===== src/display_timing_pkg.sv =====
// constants for the display sequencer and horizontal timing generator
package display_timing_pkg;
    // i/o port addresses
    localparam logic [15:0] PORT_MISC_WRITE = 16'h03C2;
    localparam logic [15:0] PORT_MISC_READ = 16'h03CC;
    localparam logic [15:0] PORT_SUBSYS = 16'h03C3;
    localparam logic [15:0] PORT_SEQ_INDEX = 16'h03C4;
    localparam logic [15:0] PORT_SEQ_DATA = 16'h03C5;
    localparam logic [15:0] PORT_FEATURE_READ = 16'h03CA;
    localparam logic [15:0] PORT_MONO_BASE = 16'h03B0;
    localparam logic [15:0] PORT_COLOR_BASE = 16'h03D0;
    localparam logic [3:0] PORT_TIMING_INDEX_LOW = 4'h4;
    localparam logic [3:0] PORT_TIMING_DATA_LOW = 4'h5;
    localparam logic [3:0] PORT_FEATURE_WRITE_LOW = 4'hA;
    // sequencer indices
    localparam logic [2:0] SEQ_CLEAR = 3'h0;
    localparam logic [2:0] SEQ_CLOCKING = 3'h1;
    localparam logic [2:0] SEQ_PLANE_MASK = 3'h2;
    localparam logic [2:0] SEQ_FONT = 3'h3;
    localparam logic [2:0] SEQ_MEM_MODE = 3'h4;
    // timing generator indices
    localparam logic [4:0] TG_HTOTAL = 5'h00;
    localparam logic [4:0] TG_HDE_END = 5'h01;
    localparam logic [4:0] TG_HBLANK_START = 5'h02;
    localparam logic [4:0] TG_HBLANK_END = 5'h03;
    localparam logic [4:0] TG_HRETRACE_END = 5'h05;
    // field positions
    localparam int FEAT_VSYNC_OR = 3;
    localparam int MISC_EMUL = 0;
    localparam int CLK_SCREEN_OFF = 5;
    localparam int CLK_LOAD4 = 4;
    localparam int CLK_DOT_DIV2 = 3;
    localparam int CLK_LOAD2 = 2;
    localparam int CLK_EIGHT_DOT = 0;
    localparam int MM_CHAIN4 = 3;
    localparam int MM_SEQUENTIAL = 2;
    localparam int MM_EXTENDED = 1;
    localparam int HRE_BLANK_BIT5 = 7;
    // reset values
    localparam logic [7:0] RST_SUBSYS = 8'h01;
    localparam logic [7:0] RST_CLEAR = 8'h03;
    localparam logic [7:0] RST_ZERO = 8'h00;
    localparam logic [7:0] RST_PLANE_MASK = 8'h0F;
    // character geometry and masks
    localparam logic [3:0] DOTS_EIGHT_LAST = 4'h7;
    localparam logic [3:0] DOTS_NINE_LAST = 4'h8;
    localparam logic [7:0] LINE_CODE_FIRST = 8'hC0;
    localparam logic [7:0] LINE_CODE_LAST = 8'hDF;
    localparam logic [8:0] HTOTAL_ADJUST = 9'h004;
    localparam logic [15:0] SMALL_MEM_MASK = 16'h3FFF;
endpackage : display_timing_pkg


===== src/display_sequencer_htiming.sv =====
// display sequencer, host port decode, plane mapping and horizontal timing
`timescale 1ns/10ps
module display_sequencer_htiming (
    // clock and reset
    input wire logic sys_clk,
    input wire logic rst,
    // host i/o port bus, same clock domain
    input wire logic [15:0] io_addr,
    input wire logic io_wr,
    input wire logic io_rd,
    input wire logic [7:0] io_wdata,
    output logic [7:0] io_rdata,
    output logic io_claim,
    // cpu memory access
    input wire logic mem_req,
    input wire logic [17:0] mem_addr,
    output logic mem_grant,
    output logic [3:0] plane_write_enable,
    output logic [1:0] plane_read_select,
    output logic [15:0] plane_addr,
    // character fetch inputs and font outputs
    input wire logic [7:0] char_code,
    input wire logic attr_bit3,
    output logic ninth_dot_copy,
    output logic [2:0] font_block,
    // vertical timing from the vertical section
    input wire logic vsync_in,
    input wire logic vde_in,
    output logic vsync_out,
    // clocks and horizontal timing
    output logic dot_tick,
    output logic char_tick,
    output logic shift_load,
    output logic h_display_enable,
    output logic h_blank,
    output logic refresh_enable,
    output logic cpu_full_bandwidth,
    output logic [1:0] clock_select
);

    // host visible registers
    logic [7:0] misc_output;
    logic [7:0] feature_control;
    logic [7:0] subsystem_enable;
    logic [7:0] sequencer_index;
    logic [7:0] sequencer_clear_control;
    logic [7:0] clocking_control;
    logic [7:0] plane_write_mask;
    logic [7:0] font_select;
    logic [7:0] memory_addressing_mode;
    logic [7:0] timing_index;
    logic [7:0] horizontal_total;
    logic [7:0] horizontal_display_end;
    logic [7:0] horizontal_blank_start;
    logic [7:0] horizontal_blank_end;
    logic [7:0] horizontal_retrace_end;

    // sequencer and timing state
    logic dot_phase;
    logic [3:0] dot_count;
    logic [1:0] load_count;
    logic halted;
    logic [7:0] h_count;
    logic blank_state;
    logic [2:0] de_pipe;

    // port decode; the subsystem enable port stays reachable so decoding can be turned back on
    wire decode_on = subsystem_enable[0];
    wire [15:0] tg_base = misc_output[display_timing_pkg::MISC_EMUL] ?
        display_timing_pkg::PORT_COLOR_BASE : display_timing_pkg::PORT_MONO_BASE;
    wire in_tg_page = decode_on && io_addr[15:4] == tg_base[15:4];
    wire sel_subsys = io_addr == display_timing_pkg::PORT_SUBSYS;
    wire sel_misc_w = decode_on && io_addr == display_timing_pkg::PORT_MISC_WRITE;
    wire sel_misc_r = decode_on && io_addr == display_timing_pkg::PORT_MISC_READ;
    wire sel_seq_index = decode_on && io_addr == display_timing_pkg::PORT_SEQ_INDEX;
    wire sel_seq_data = decode_on && io_addr == display_timing_pkg::PORT_SEQ_DATA;
    wire sel_feat_r = decode_on && io_addr == display_timing_pkg::PORT_FEATURE_READ;
    wire sel_feat_w = in_tg_page && io_addr[3:0] == display_timing_pkg::PORT_FEATURE_WRITE_LOW;
    wire sel_tg_index = in_tg_page && io_addr[3:0] == display_timing_pkg::PORT_TIMING_INDEX_LOW;
    wire sel_tg_data = in_tg_page && io_addr[3:0] == display_timing_pkg::PORT_TIMING_DATA_LOW;
    wire [2:0] seq_ptr = sequencer_index[2:0];
    wire [4:0] tg_ptr = timing_index[4:0];

    // write strobes per register
    wire wr_seq = io_wr && sel_seq_data;
    wire wr_tg = io_wr && sel_tg_data;
    wire wr_clear = wr_seq && seq_ptr == display_timing_pkg::SEQ_CLEAR;
    wire wr_clocking = wr_seq && seq_ptr == display_timing_pkg::SEQ_CLOCKING;
    wire wr_mask = wr_seq && seq_ptr == display_timing_pkg::SEQ_PLANE_MASK;
    wire wr_font = wr_seq && seq_ptr == display_timing_pkg::SEQ_FONT;
    wire wr_mode = wr_seq && seq_ptr == display_timing_pkg::SEQ_MEM_MODE;
    wire wr_htotal = wr_tg && tg_ptr == display_timing_pkg::TG_HTOTAL;
    wire wr_hde = wr_tg && tg_ptr == display_timing_pkg::TG_HDE_END;
    wire wr_hbs = wr_tg && tg_ptr == display_timing_pkg::TG_HBLANK_START;
    wire wr_hbe = wr_tg && tg_ptr == display_timing_pkg::TG_HBLANK_END;
    wire wr_hre = wr_tg && tg_ptr == display_timing_pkg::TG_HRETRACE_END;

    // read data selection; reserved bits read as zero
    logic [7:0] seq_read;
    logic [7:0] tg_read;
    always_comb begin
        case (seq_ptr)
            display_timing_pkg::SEQ_CLEAR: seq_read = {6'h00, sequencer_clear_control[1:0]};
            display_timing_pkg::SEQ_CLOCKING: seq_read = {2'h0, clocking_control[5:2], 1'b0, clocking_control[0]};
            display_timing_pkg::SEQ_PLANE_MASK: seq_read = {4'h0, plane_write_mask[3:0]};
            display_timing_pkg::SEQ_FONT: seq_read = {2'h0, font_select[5:0]};
            display_timing_pkg::SEQ_MEM_MODE: seq_read = {4'h0, memory_addressing_mode[3:1], 1'b0};
            default: seq_read = 8'h00;
        endcase
    end
    always_comb begin
        case (tg_ptr)
            display_timing_pkg::TG_HTOTAL: tg_read = horizontal_total;
            display_timing_pkg::TG_HDE_END: tg_read = horizontal_display_end;
            display_timing_pkg::TG_HBLANK_START: tg_read = horizontal_blank_start;
            display_timing_pkg::TG_HBLANK_END: tg_read = horizontal_blank_end;
            display_timing_pkg::TG_HRETRACE_END: tg_read = horizontal_retrace_end;
            default: tg_read = 8'h00;
        endcase
    end
    wire claim_now = sel_subsys || sel_misc_w || sel_misc_r || sel_seq_index || sel_seq_data
        || sel_feat_r || sel_feat_w || sel_tg_index || sel_tg_data;
    wire [7:0] next_rdata = sel_subsys ? {7'h00, subsystem_enable[0]} :
        sel_misc_r ? misc_output :
        sel_seq_index ? {5'h00, seq_ptr} :
        sel_seq_data ? seq_read :
        sel_feat_r ? {4'h0, feature_control[3], 3'h0} :
        sel_tg_index ? {2'h0, timing_index[5:0]} :
        sel_tg_data ? tg_read : 8'h00;

    // read answer one cycle after the strobe; unclaimed reads answer zero
    always_ff @(posedge sys_clk) begin
        if (rst) begin
            io_rdata <= 8'h00;
            io_claim <= 1'b0;
        end else begin
            io_rdata <= io_rd ? next_rdata : 8'h00;
            io_claim <= (io_rd || io_wr) && claim_now;
        end
    end

    // general and index registers
    always_ff @(posedge sys_clk) begin
        if (rst) begin
            misc_output <= display_timing_pkg::RST_ZERO;
            feature_control <= display_timing_pkg::RST_ZERO;
            subsystem_enable <= display_timing_pkg::RST_SUBSYS;
            sequencer_index <= display_timing_pkg::RST_ZERO;
            timing_index <= display_timing_pkg::RST_ZERO;
        end else begin
            if (io_wr && sel_misc_w) misc_output <= io_wdata;
            if (io_wr && sel_feat_w) feature_control <= io_wdata;
            if (io_wr && sel_subsys) subsystem_enable <= io_wdata;
            if (io_wr && sel_seq_index) sequencer_index <= io_wdata;
            if (io_wr && sel_tg_index) timing_index <= io_wdata;
        end
    end

    // sequencer data registers
    always_ff @(posedge sys_clk) begin
        if (rst) begin
            sequencer_clear_control <= display_timing_pkg::RST_CLEAR;
            clocking_control <= display_timing_pkg::RST_ZERO;
            plane_write_mask <= display_timing_pkg::RST_PLANE_MASK;
            font_select <= display_timing_pkg::RST_ZERO;
            memory_addressing_mode <= display_timing_pkg::RST_ZERO;
        end else begin
            if (wr_clear) sequencer_clear_control <= io_wdata;
            if (wr_clocking) clocking_control <= io_wdata;
            if (wr_mask) plane_write_mask <= io_wdata;
            if (wr_font) font_select <= io_wdata;
            if (wr_mode) memory_addressing_mode <= io_wdata;
        end
    end

    // horizontal timing registers
    always_ff @(posedge sys_clk) begin
        if (rst) begin
            horizontal_total <= display_timing_pkg::RST_ZERO;
            horizontal_display_end <= display_timing_pkg::RST_ZERO;
            horizontal_blank_start <= display_timing_pkg::RST_ZERO;
            horizontal_blank_end <= display_timing_pkg::RST_ZERO;
            horizontal_retrace_end <= display_timing_pkg::RST_ZERO;
        end else begin
            if (wr_htotal) horizontal_total <= io_wdata;
            if (wr_hde) horizontal_display_end <= io_wdata;
            if (wr_hbs) horizontal_blank_start <= io_wdata;
            if (wr_hbe) horizontal_blank_end <= io_wdata;
            if (wr_hre) horizontal_retrace_end <= io_wdata;
        end
    end

    // sequencer clocking: the fast clear acts on the next edge, the slow one waits for a character edge
    wire async_clear = !sequencer_clear_control[0];
    wire sync_clear = !sequencer_clear_control[1];
    wire div2 = clocking_control[display_timing_pkg::CLK_DOT_DIV2];
    wire eight_dot = clocking_control[display_timing_pkg::CLK_EIGHT_DOT];
    wire screen_off = clocking_control[display_timing_pkg::CLK_SCREEN_OFF];
    wire running = !halted && !async_clear;
    wire dot_step = running && (!div2 || dot_phase);
    wire [3:0] dot_last = eight_dot ? display_timing_pkg::DOTS_EIGHT_LAST :
        display_timing_pkg::DOTS_NINE_LAST;
    wire char_step = dot_step && dot_count == dot_last;
    wire next_halted = async_clear || (sync_clear && (halted || char_step));
    wire load_now = clocking_control[display_timing_pkg::CLK_LOAD4] ? load_count == 2'h0 :
        clocking_control[display_timing_pkg::CLK_LOAD2] ? !load_count[0] : 1'b1;

    // dot and character counters, cleared while halted
    always_ff @(posedge sys_clk) begin
        if (rst) begin
            dot_phase <= 1'b0;
            dot_count <= 4'h0;
            load_count <= 2'h0;
            halted <= 1'b0;
        end else begin
            halted <= next_halted;
            if (!running) begin
                dot_phase <= 1'b0;
                dot_count <= 4'h0;
                load_count <= 2'h0;
            end else begin
                dot_phase <= !dot_phase;
                if (char_step) dot_count <= 4'h0;
                else if (dot_step) dot_count <= dot_count + 4'h1;
                if (char_step) load_count <= load_count + 2'h1;
            end
        end
    end

    // horizontal character counter, line period of total plus five characters
    wire line_end = {1'b0, h_count} == {1'b0, horizontal_total} + display_timing_pkg::HTOTAL_ADJUST;
    wire [5:0] blank_end_value = {horizontal_retrace_end[display_timing_pkg::HRE_BLANK_BIT5],
        horizontal_blank_end[4:0]};
    wire de_raw = h_count <= horizontal_display_end;
    wire [1:0] de_skew = horizontal_blank_end[6:5];
    wire de_skewed = de_skew == 2'h0 ? de_raw : de_pipe[de_skew - 2'h1];
    always_ff @(posedge sys_clk) begin
        if (rst) begin
            h_count <= 8'h00;
            blank_state <= 1'b0;
            de_pipe <= 3'h0;
        end else if (!running) begin
            h_count <= 8'h00;
            blank_state <= 1'b0;
            de_pipe <= 3'h0;
        end else if (char_step) begin
            h_count <= line_end ? 8'h00 : h_count + 8'h01;
            if (h_count == horizontal_blank_start) blank_state <= 1'b1;
            else if (h_count[5:0] == blank_end_value) blank_state <= 1'b0;
            de_pipe <= {de_pipe[1:0], de_raw};
        end
    end

    // clock and timing outputs; screen off blanks but sync generation keeps counting
    always_ff @(posedge sys_clk) begin
        if (rst) begin
            dot_tick <= 1'b0;
            char_tick <= 1'b0;
            shift_load <= 1'b0;
            h_display_enable <= 1'b0;
            h_blank <= 1'b0;
            refresh_enable <= 1'b0;
            cpu_full_bandwidth <= 1'b0;
            clock_select <= 2'h0;
            vsync_out <= 1'b0;
        end else begin
            dot_tick <= dot_step;
            char_tick <= char_step;
            shift_load <= char_step && load_now;
            h_display_enable <= de_skewed && !screen_off;
            h_blank <= blank_state || screen_off;
            refresh_enable <= !async_clear;
            cpu_full_bandwidth <= screen_off;
            clock_select <= misc_output[3:2];
            vsync_out <= feature_control[display_timing_pkg::FEAT_VSYNC_OR] ?
                (vsync_in || vde_in) : vsync_in;
        end
    end

    // font and ninth dot; without extended memory only font 0 is used
    wire [2:0] font_num = attr_bit3 ? {font_select[5], font_select[3:2]} :
        {font_select[4], font_select[1:0]};
    wire [2:0] font_eff = memory_addressing_mode[display_timing_pkg::MM_EXTENDED] ? font_num : 3'h0;
    wire line_code = char_code >= display_timing_pkg::LINE_CODE_FIRST
        && char_code <= display_timing_pkg::LINE_CODE_LAST;
    always_ff @(posedge sys_clk) begin
        if (rst) begin
            font_block <= 3'h0;
            ninth_dot_copy <= 1'b0;
        end else begin
            font_block <= {font_eff[1:0], font_eff[2]};
            ninth_dot_copy <= !eight_dot && line_code;
        end
    end

    // cpu plane mapping: chain mode by A1,A0, sequential when selected, else odd/even by A0, under the mask
    wire chain4 = memory_addressing_mode[display_timing_pkg::MM_CHAIN4];
    wire seq_mode = memory_addressing_mode[display_timing_pkg::MM_SEQUENTIAL];
    wire [3:0] chain_planes = 4'h1 << mem_addr[1:0];
    wire [3:0] odd_even_planes = mem_addr[0] ? 4'hA : 4'h5;
    wire [3:0] mode_planes = chain4 ? chain_planes : (seq_mode ? 4'hF : odd_even_planes);
    wire [3:0] next_we = mode_planes & plane_write_mask[3:0];
    wire [1:0] next_read_sel = chain4 ? mem_addr[1:0] : (seq_mode ? 2'h0 : {1'b0, mem_addr[0]});
    wire [15:0] raw_plane_addr = chain4 ? mem_addr[17:2] : (seq_mode ? mem_addr[15:0] : mem_addr[16:1]);
    wire [15:0] next_plane_addr = memory_addressing_mode[display_timing_pkg::MM_EXTENDED] ? raw_plane_addr :
        (raw_plane_addr & display_timing_pkg::SMALL_MEM_MASK);
    wire mem_ok = mem_req && decode_on;
    always_ff @(posedge sys_clk) begin
        if (rst) begin
            mem_grant <= 1'b0;
            plane_write_enable <= 4'h0;
            plane_read_select <= 2'h0;
            plane_addr <= 16'h0000;
        end else begin
            mem_grant <= mem_ok;
            plane_write_enable <= mem_ok ? next_we : 4'h0;
            plane_read_select <= next_read_sel;
            plane_addr <= next_plane_addr;
        end
    end

    property p_vsync_combine;
        @(posedge sys_clk) disable iff (rst)
        feature_control[3] && vde_in |=> vsync_out;
    endproperty
    a_vsync_combine: assert property (p_vsync_combine) else $error("vsync not combined with display enable");

    property p_decode_gated;
        @(posedge sys_clk) disable iff (rst)
        !subsystem_enable[0] && io_rd && io_addr != display_timing_pkg::PORT_SUBSYS |=> !io_claim && io_rdata == 8'h00;
    endproperty
    a_decode_gated: assert property (p_decode_gated) else $error("port answered while decoding off");

    property p_async_halt;
        @(posedge sys_clk) disable iff (rst)
        !sequencer_clear_control[0] |=> !char_tick && !dot_tick && !refresh_enable;
    endproperty
    a_async_halt: assert property (p_async_halt) else $error("sequencer ran during fast clear");

    property p_eight_dot_char;
        @(posedge sys_clk) disable iff (rst)
        char_step && eight_dot && !div2 && sequencer_clear_control[1:0] == 2'h3 && !wr_clear && !wr_clocking
        |=> char_tick ##1 (!char_tick)[*7] ##1 char_tick;
    endproperty
    a_eight_dot_char: assert property (p_eight_dot_char) else $error("eight dot character period wrong");

    property p_line_wrap;
        @(posedge sys_clk) disable iff (rst)
        char_step && line_end |=> h_count == 8'h00;
    endproperty
    a_line_wrap: assert property (p_line_wrap) else $error("character counter did not wrap at total");

    property p_blank_start;
        @(posedge sys_clk) disable iff (rst)
        char_step && h_count == horizontal_blank_start |=> ##1 h_blank;
    endproperty
    a_blank_start: assert property (p_blank_start) else $error("blanking did not start");

    property p_screen_off;
        @(posedge sys_clk) disable iff (rst)
        clocking_control[5] |=> h_blank && !h_display_enable && cpu_full_bandwidth;
    endproperty
    a_screen_off: assert property (p_screen_off) else $error("screen off not honoured");

    property p_chain_plane;
        @(posedge sys_clk) disable iff (rst)
        mem_req && subsystem_enable[0] && memory_addressing_mode[3] && plane_write_mask[3:0] == 4'hF
        && mem_addr[1:0] == 2'h2 |=> plane_write_enable == 4'h4 && plane_read_select == 2'h2;
    endproperty
    a_chain_plane: assert property (p_chain_plane) else $error("chain plane selection wrong");

    property p_font_map;
        @(posedge sys_clk) disable iff (rst)
        attr_bit3 && memory_addressing_mode[1] && font_select[5] && font_select[3:2] == 2'h0 |=> font_block == 3'h1;
    endproperty
    a_font_map: assert property (p_font_map) else $error("font block mapping wrong");

    property p_ninth_dot;
        @(posedge sys_clk) disable iff (rst)
        !clocking_control[0] && char_code == 8'hC5 |=> ninth_dot_copy;
    endproperty
    a_ninth_dot: assert property (p_ninth_dot) else $error("ninth dot not copied");

endmodule : display_sequencer_htiming


===== config.mk =====
export PLATFORM = sky130hd
export DESIGN_NAME = display_sequencer_htiming
export DESIGN_NICKNAME = d
export VERILOG_FILES = /design/src/display_timing_pkg.sv /design/src/display_sequencer_htiming.sv
export SDC_FILE = /design/constraint.sdc
export NUM_CORES = 1
export LEC_CHECK = 0
export ABC_AREA = 1
export BUFFER_PORTS_ARGS = -buffer_cell sky130_fd_sc_hd__buf_2
export CAP_MARGIN = 20
export CORE_MARGIN = 2
export CORE_UTILIZATION = 25
export DETAILED_ROUTE_END_ITERATION = 10
export PLACE_DENSITY = 0.53
export SYNTH_ARGS = -nofsm -noshare
export SYNTH_HDL_FRONTEND = slang
export SYNTH_SLANG_ARGS = --single-unit

===== constraint.sdc =====
create_clock -name sys_clk -period 3.06 [get_ports sys_clk]
set_input_delay 0.459 -clock sys_clk [delete_from_list [all_inputs] [get_ports sys_clk]]
set_output_delay 0.459 -clock sys_clk [all_outputs]
set_load 0.01 [all_outputs]

==> key figures, run 1 <==
Run status
  – Result of the run: complete, no violations

STA
  – Post-route setup slack: about 1.0 ns
  – Hold Vio Cnt, Final: 0
  – Max Slew Vio Count: 0
  – Worst slew margin: 60.31%
  – Peak clock frequency supported by timing: 487.2 MHz
  – Final setup fails: 0
  – RSZ-0062 raised after global routing: false
  – Worst Skew: around 0.012 ns
  – Period utilisation layout: approximately two thirds
  – Worst slew pin tran: 0.5908 ns
  – Fin Setup TNS: 0 ns
  – Tmin final: 2.052 ns

Global routing
  – GRT overflow: 0
  – Largest net degree at the start of global routing: between 60 and 70
  – Antenna violations before repair: 0
  – Vias in the first global route: 5837
  – First-pass GRT wire length: ~32000 um
  – GRT Total Usage: between 10% and 20%

Die
  – Die X: between 150 and 200 um
  – Die Y: ~170 um
  – CORE AREA: roughly 28000 um^2
  – Initial Util: ~26%
  – Std-Cell Rows: between 60 and 70
  – Num ports: ~100
  – Area of the die: about 30000 um^2

Power
  – Peak VDD IR: approximately 0.00036 V
  – P_leak: roughly 0.0039 uW
  – Pwr dens: about 500 nW/um^2

Setup path
  – Crit Path Max Fanout: 7
  – Setup crit start kind: flop
  – Critical Path RT: about 3.4 ns
  – Crit path DAT: about 2.4 ns
  – Setup crit end kind: flop
  – Critical path type: reg -> reg

Clocking
  – H-tree Lvls: 4
  – Clk sinks: ~150
  – Root buffer cell: clkbuf_16
  – CTS hold repair buffers: 0
  – Number of setup buffers added after CTS: 0
  – Clock slew at reported path FFs: ~0.06 ns
  – Maximum clock insertion buffer count: 2
  – CTS tree: yes
  – Post-cts sizing count: 0
  – Cts bufs inserted: 17
  – Worst-skew pair later-pin latency: 0.42 ns

Yosys
  – Area leader, netlist: dfxtp_1
  – Area fraction of the dominant cell type after synthesis: 40.55%
  – Post-synth cell types: 43
  – Syn nets: just over 1000
  – Cells taking the most area after synthesis: dfxtp_1 41%, inv_1 8.4%, nor2_1 7.3%
  – Synth Warn #: 0
  – Synthesized flop and latch total: between 100 and 150
  – Synthesized area: about 7200 um^2
  – Post-Synthesis Cells: 937
  – Register area share after synthesis: about two fifths
  – Syn_area_per_cell: about 7.6 um^2

Drt
  – Starting DRT DRC Count: between 400 and 500
  – 1st-pass router iterations: 6
  – Post-Route WL: 20430 um
  – DRC viols: 0
  – Drt wl/cell: roughly 14 um
  – Vias per inst: ~4.5
  – Post-DRT Antenna Nets: 0
  – Vias: between 6000 and 7000

Layout
  – Inserted Diodes: 0
  – Layout cell share with drive strength beyond 1: approximately 20%
  – Final Util: 30.81%
  – Layout Nets: roughly 1100
  – Finished Cell Area: 8631 um^2
  – P&R area growth vs syn: 20.55%
  – Commonest non-fill, non-tap cell in the layout: inv_1
  – Layout fillers: ~3000
  – Footprint of the multi-input gates: between 3000 and 4000 um^2
  – Reg area: 2903 um^2
  – Commonest non-fill, non-tap cells in the layout: 160 x inv_1, 145 x dfxtp_1, 139 x nor2_1

Place
  – Post-Place Worst Slack: 0.8331 ns
  – IO buf count: between 90 and 100
  – HPWL Detailed: 15300 um
  – Final Wtd Congestion: 0.8334
  – Area after DPL: 8006 um^2

Hold path
  – Hold crit path type: in -> reg

Job
  – Max-cap viol count: 0
## worst max-delay path: stages, from the launching register on
cell and delay (ns):
dfxtp_1 0.34, nor2_1 0.35, nand3_1 0.36, o22ai_1 0.34, nor2_1 0.08, nand3_1 0.10, nand2_1 0.07, nand3_1 0.08
nand2_1 0.06, a21oi_1 0.19
## worst paths after layout
kind | endpoint | depth (start not counted) | slack, ns | startpoint
min reg2reg | dot_phase$_SDFF_PP0_ | 1 | 0.41 | dot_phase$_SDFF_PP0_
min | ninth_dot_copy$_SDFF_PP0_ | 2 | 0.20 | char_code[5]
max reg2reg | io_rdata[1]$_SDFF_PP0_ | 9 | 1.01 | timing_index[3]$_SDFFE_PP0P_
max | io_rdata[1]$_SDFF_PP0_ | 9 | 1.01 | timing_index[3]$_SDFFE_PP0P_
## through the flow
stage	power (uW)	cells	hold WS, ns
after global routing	4475	1422	0.1941
after detailed placement	2163	1390	0.4045
after floorplan	2057	937	0.3932
final	4316	1422	0.2011
after global placement	2161	1390	0.4034
after CTS	4376	1422	0.1741
## state kept, by name, summed over array words and instances, names as in the netlist, 4 cells and up
name and flops:
h_count 8, clocking_control 5, font_select 6, timing_index 6, plane_addr 16, horizontal_display_end 8, plane_write_enable 4, horizontal_blank_start 8
horizontal_retrace_end 8, dot_count 4, horizontal_blank_end 8, plane_write_mask 4, horizontal_total 8, misc_output 8, io_rdata 8
## cells by family after synthesis
family	Yosys count	synth area share [%]
flip-flops	145	40.55
buffers and inverters	191	10.77
AND/OR/NAND/NOR	349	22.32
adder cells (fa/ha/maj)	13	2.272
AO/OA/AOI/OAI	215	21.16
XOR/XNOR	24	2.936
## layout make-up
type	instances	area share, %
Clock buffer	21	5.451
Sequential cell	145	33.63
Inverter	165	7.176
Timing Repair Buffer	101	6.089
Multi-Input combinational cell	601	40.39
Tap cell	378	5.480
Clock inverter	11	1.783
## routing by layer
metal  global-route usage, %  routed length (um)  part of all wire (%)  vias up
met3                   2.566                 808                   4.0       16
li1                        -                   -                     -     3281
met5                       0                   0                     0        -
met4                   3.778                 254                   1.2        0
met2                   22.12                9493                    46      148
met1                   18.60                9871                    48     2906
## where the power goes
group / switching, uW / internal (uW)
combinational: 136 / 64.6
sequential: 7.94 / 1910
clock: 844 / 1350
total: 987 / 3330
## Yosys cell counts, drive strengths merged
library cell,number
inv,164
nor2,151
dfxtp,145
nand2,120
o21ai,64
a21oi,54
a211oi,48
nand3,39
o22ai,28
nor3,19
buf,15
nand4,14
ha,13
xnor2,12
xor2,12
clkbuf,11
o221ai,7
o211ai,6
a22oi,3
or2,3
nor4,2
a311oi,1
a31oi,1
a32oi,1
clkinv,1
nand3b,1
o21a,1
o311ai,1
No activity file was read; power rests on OpenSTA's default activity.
==> inputs of run 2 (changes only) <==
--- a/config.mk
+++ b/config.mk
@@ -11,7 +11,7 @@
 export CORE_MARGIN = 2
 export CORE_UTILIZATION = 25
 export DETAILED_ROUTE_END_ITERATION = 10
-export PLACE_DENSITY = 0.53
+export PLACE_DENSITY = 0.55
 export SYNTH_ARGS = -nofsm -noshare
 export SYNTH_HDL_FRONTEND = slang
 export SYNTH_SLANG_ARGS = --single-unit
==> constraint.sdc (replaced) <==
create_clock -name sys_clk -period 1.7 [get_ports sys_clk]
set_input_delay 0.255 -clock sys_clk [delete_from_list [all_inputs] [get_ports sys_clk]]
set_output_delay 0.255 -clock sys_clk [all_outputs]
set_load 0.01 [all_outputs]
==> key figures, run 2 (synthesis gave the netlist of run 1 again) <==
Global routing
  – First-pass GRT wire length: 33410 um (+3.1%)
  – Antenna violations before repair: 0 (unchanged)
  – Vias in the first global route: 6294 (+7.8%)
  – GRT overflow: 0 (unchanged)
  – Largest net degree at the start of global routing: 52 (-17%)
  – GRT Total Usage: 14.13% (+0.46 points)

Layout
  – Finished Layout Cells: 1507 (+6.0%)
  – Layout cell share with drive strength beyond 1: 30.38% (+11 points)
  – P&R area growth vs syn: 33.33%
  – Final Util: 34.08% (+3.3 points)
  – Biggest register: plane_addr
  – Commonest non-fill, non-tap cells in the layout: 158 x inv_1, 134 x dfxtp_1, 115 x nor2_1
  – Commonest non-fill, non-tap cell in the layout: inv_1
  – Inserted Diodes: 0 (unchanged)
  – Max FFs per register: 16 (unchanged)
  – Layout Nets: 1188 (+7.8%)
  – Layout fillers: 2985 (-1.2%)

Power
  – Pwr dens: 811.8 nW/um^2 (+62%)
  – P_leak: 0.004257 uW (+10%)
  – Peak VDD IR: 0.0007693 V (+120%)
  – Total power: 7749 uW (+80%)

STA
  – Period utilisation layout: 96.11% (+29 points)
  – Worst slew pin tran: 0.4592 ns (-0.1316 ns)
  – Hold Vio Cnt, Final: 0 (unchanged)
  – Hold WS: 0.04944 ns (-0.1517 ns)
  – Worst Skew: 0.01015 ns (-0.002349 ns)
  – Final setup fails: 0 (unchanged)
  – Tmin final: 1.634 ns (-0.4186 ns)
  – Worst slew margin: 69.35% (+9.0 points)
  – Peak clock frequency supported by timing: 612.0 MHz (+26%)
  – Post-route setup slack: 0.06611 ns (-0.9414 ns)
  – Max Slew Vio Count: 0 (unchanged)

Setup path
  – Setup crit start kind: flop
  – Critical path type: reg -> reg
  – Crit path DAT: 1.93 ns (-0.45 ns)
  – Critical Path RT: 2.00 ns (-1.39 ns)
  – Setup crit end kind: flop
  – Crit Path Max Fanout: 16 (+9)

Clocking
  – Clock slew at reported path FFs: 0.06 ns (about the same)
  – Clk sinks: 145 (unchanged)
  – Maximum clock insertion buffer count: 2 (unchanged)
  – Worst-skew pair later-pin latency: 0.43 ns (about the same)
  – H-tree Lvls: 4 (unchanged)
  – CTS tree: yes
  – Root buffer cell: clkbuf_16
  – Cts bufs inserted: 17 (unchanged)

Die
  – CORE AREA: 28010 um^2 (unchanged)
  – Area of the die: 30010 um^2 (unchanged)
  – Die Y: 173.2 um (unchanged)
  – Initial Util: 25.56% (unchanged)
  – Std-Cell Rows: 61 (unchanged)
  – Die X: 173.2 um (unchanged)
  – Num ports: 104 (unchanged)

Place
  – IO buf count: 98 (unchanged)
  – Final Wtd Congestion: 0.8444 (+1.3%)
  – Post-Place Worst Slack: -0.2324 ns (-1.066 ns)
  – HPWL Detailed: 15970 um (+4.4%)
  – Placed Cells: 1472 (+5.9%)

Drt
  – 1st-pass router iterations: 5 (-1)
  – Post-Route WL: 21210 um (+3.8%)
  – DRC viols: 0 (unchanged)
  – Post-DRT Antenna Nets: 0 (unchanged)
  – Vias: 6678 (+5.1%)
  – Vias per inst: 4.431 (-0.78%)
  – Drt wl/cell: 14.07 um (-2.0%)
  – Starting DRT DRC Count: 367 (-9.4%)

Job
  – Max-cap viol count: 0 (unchanged)

Hold path
  – Hold crit path type: in -> reg

Run status
  – Result of the run: complete, no violations
run 2: routing by layer:
layer  wire length, um  global-route usage, %  vias to the layer above  share of wire (%)
li1                  -                      -                     3449                  -
met1             10360                  19.64                     3050                 49
met2              9733                  22.32                      150                 46
met3               763                  2.522                       29                3.6
met4               348                  4.167                        0                1.6
met5                 0                      0                        -                  0
run 2: what timing repair did:
action,in CTS,in global routing
pin swaps,2,13
buffers inserted,2,2
setup endpoints to repair,51,62
hold buffers,1,0
endpoints found under the hold margin,1,0
resized for setup,9,65
run 2: critical path, stage by stage (launching register included):
cell,delay [ns]
dfxtp_2,0.36
nand3_1,0.09
nor3_2,0.22
nand2_2,0.08
inv_2,0.08
nand2_4,0.07
nor2_8,0.13
buf_6,0.15
nand2_8,0.11
nor2_1,0.15
a211oi_2,0.05
run 2: layout make-up:
class | count | area [um^2] | area share (%)
Tap cell | 378 | 473.0 | 4.955
Inverter | 165 | 619.3 | 6.488
Sequential cell | 145 | 2919 | 30.58
Clock inverter | 12 | 158.9 | 1.665
Timing Repair Buffer | 187 | 1231 | 12.90
Clock buffer | 19 | 442.9 | 4.640
Multi-Input combinational cell | 601 | 3701 | 38.77
run 2: worst paths after layout:
check	start	end	slack, ns	cells after the start
worst max-delay path	subsystem_enable[0]$_SDFFE_PP1P_	horizontal_blank_end[4]$_SDFFE_PP0P_	0.07	10
worst min register to register	dot_phase$_SDFF_PP0_	dot_phase$_SDFF_PP0_	0.41	1
worst max register to register	subsystem_enable[0]$_SDFFE_PP1P_	horizontal_blank_end[4]$_SDFFE_PP0P_	0.07	10
worst min-delay path	char_code[6]	ninth_dot_copy$_SDFF_PP0_	0.05	3
run 2: per-stage QoR:
stage / instance area, um^2 / TNS (ns)
after global placement: 8647 / -4.886
after detailed placement: 8647 / -6.856
after global routing: 9545 / -0.06227
after floorplan: 7159 / 0
after CTS: 9328 / 0
final: 9545 / 0
run 2: report_power, final:
group / switching (uW) / internal [uW]
logic: 257 / 144
clock network: 1550 / 2350
registers: 13.3 / 3440
total: 1820 / 5930
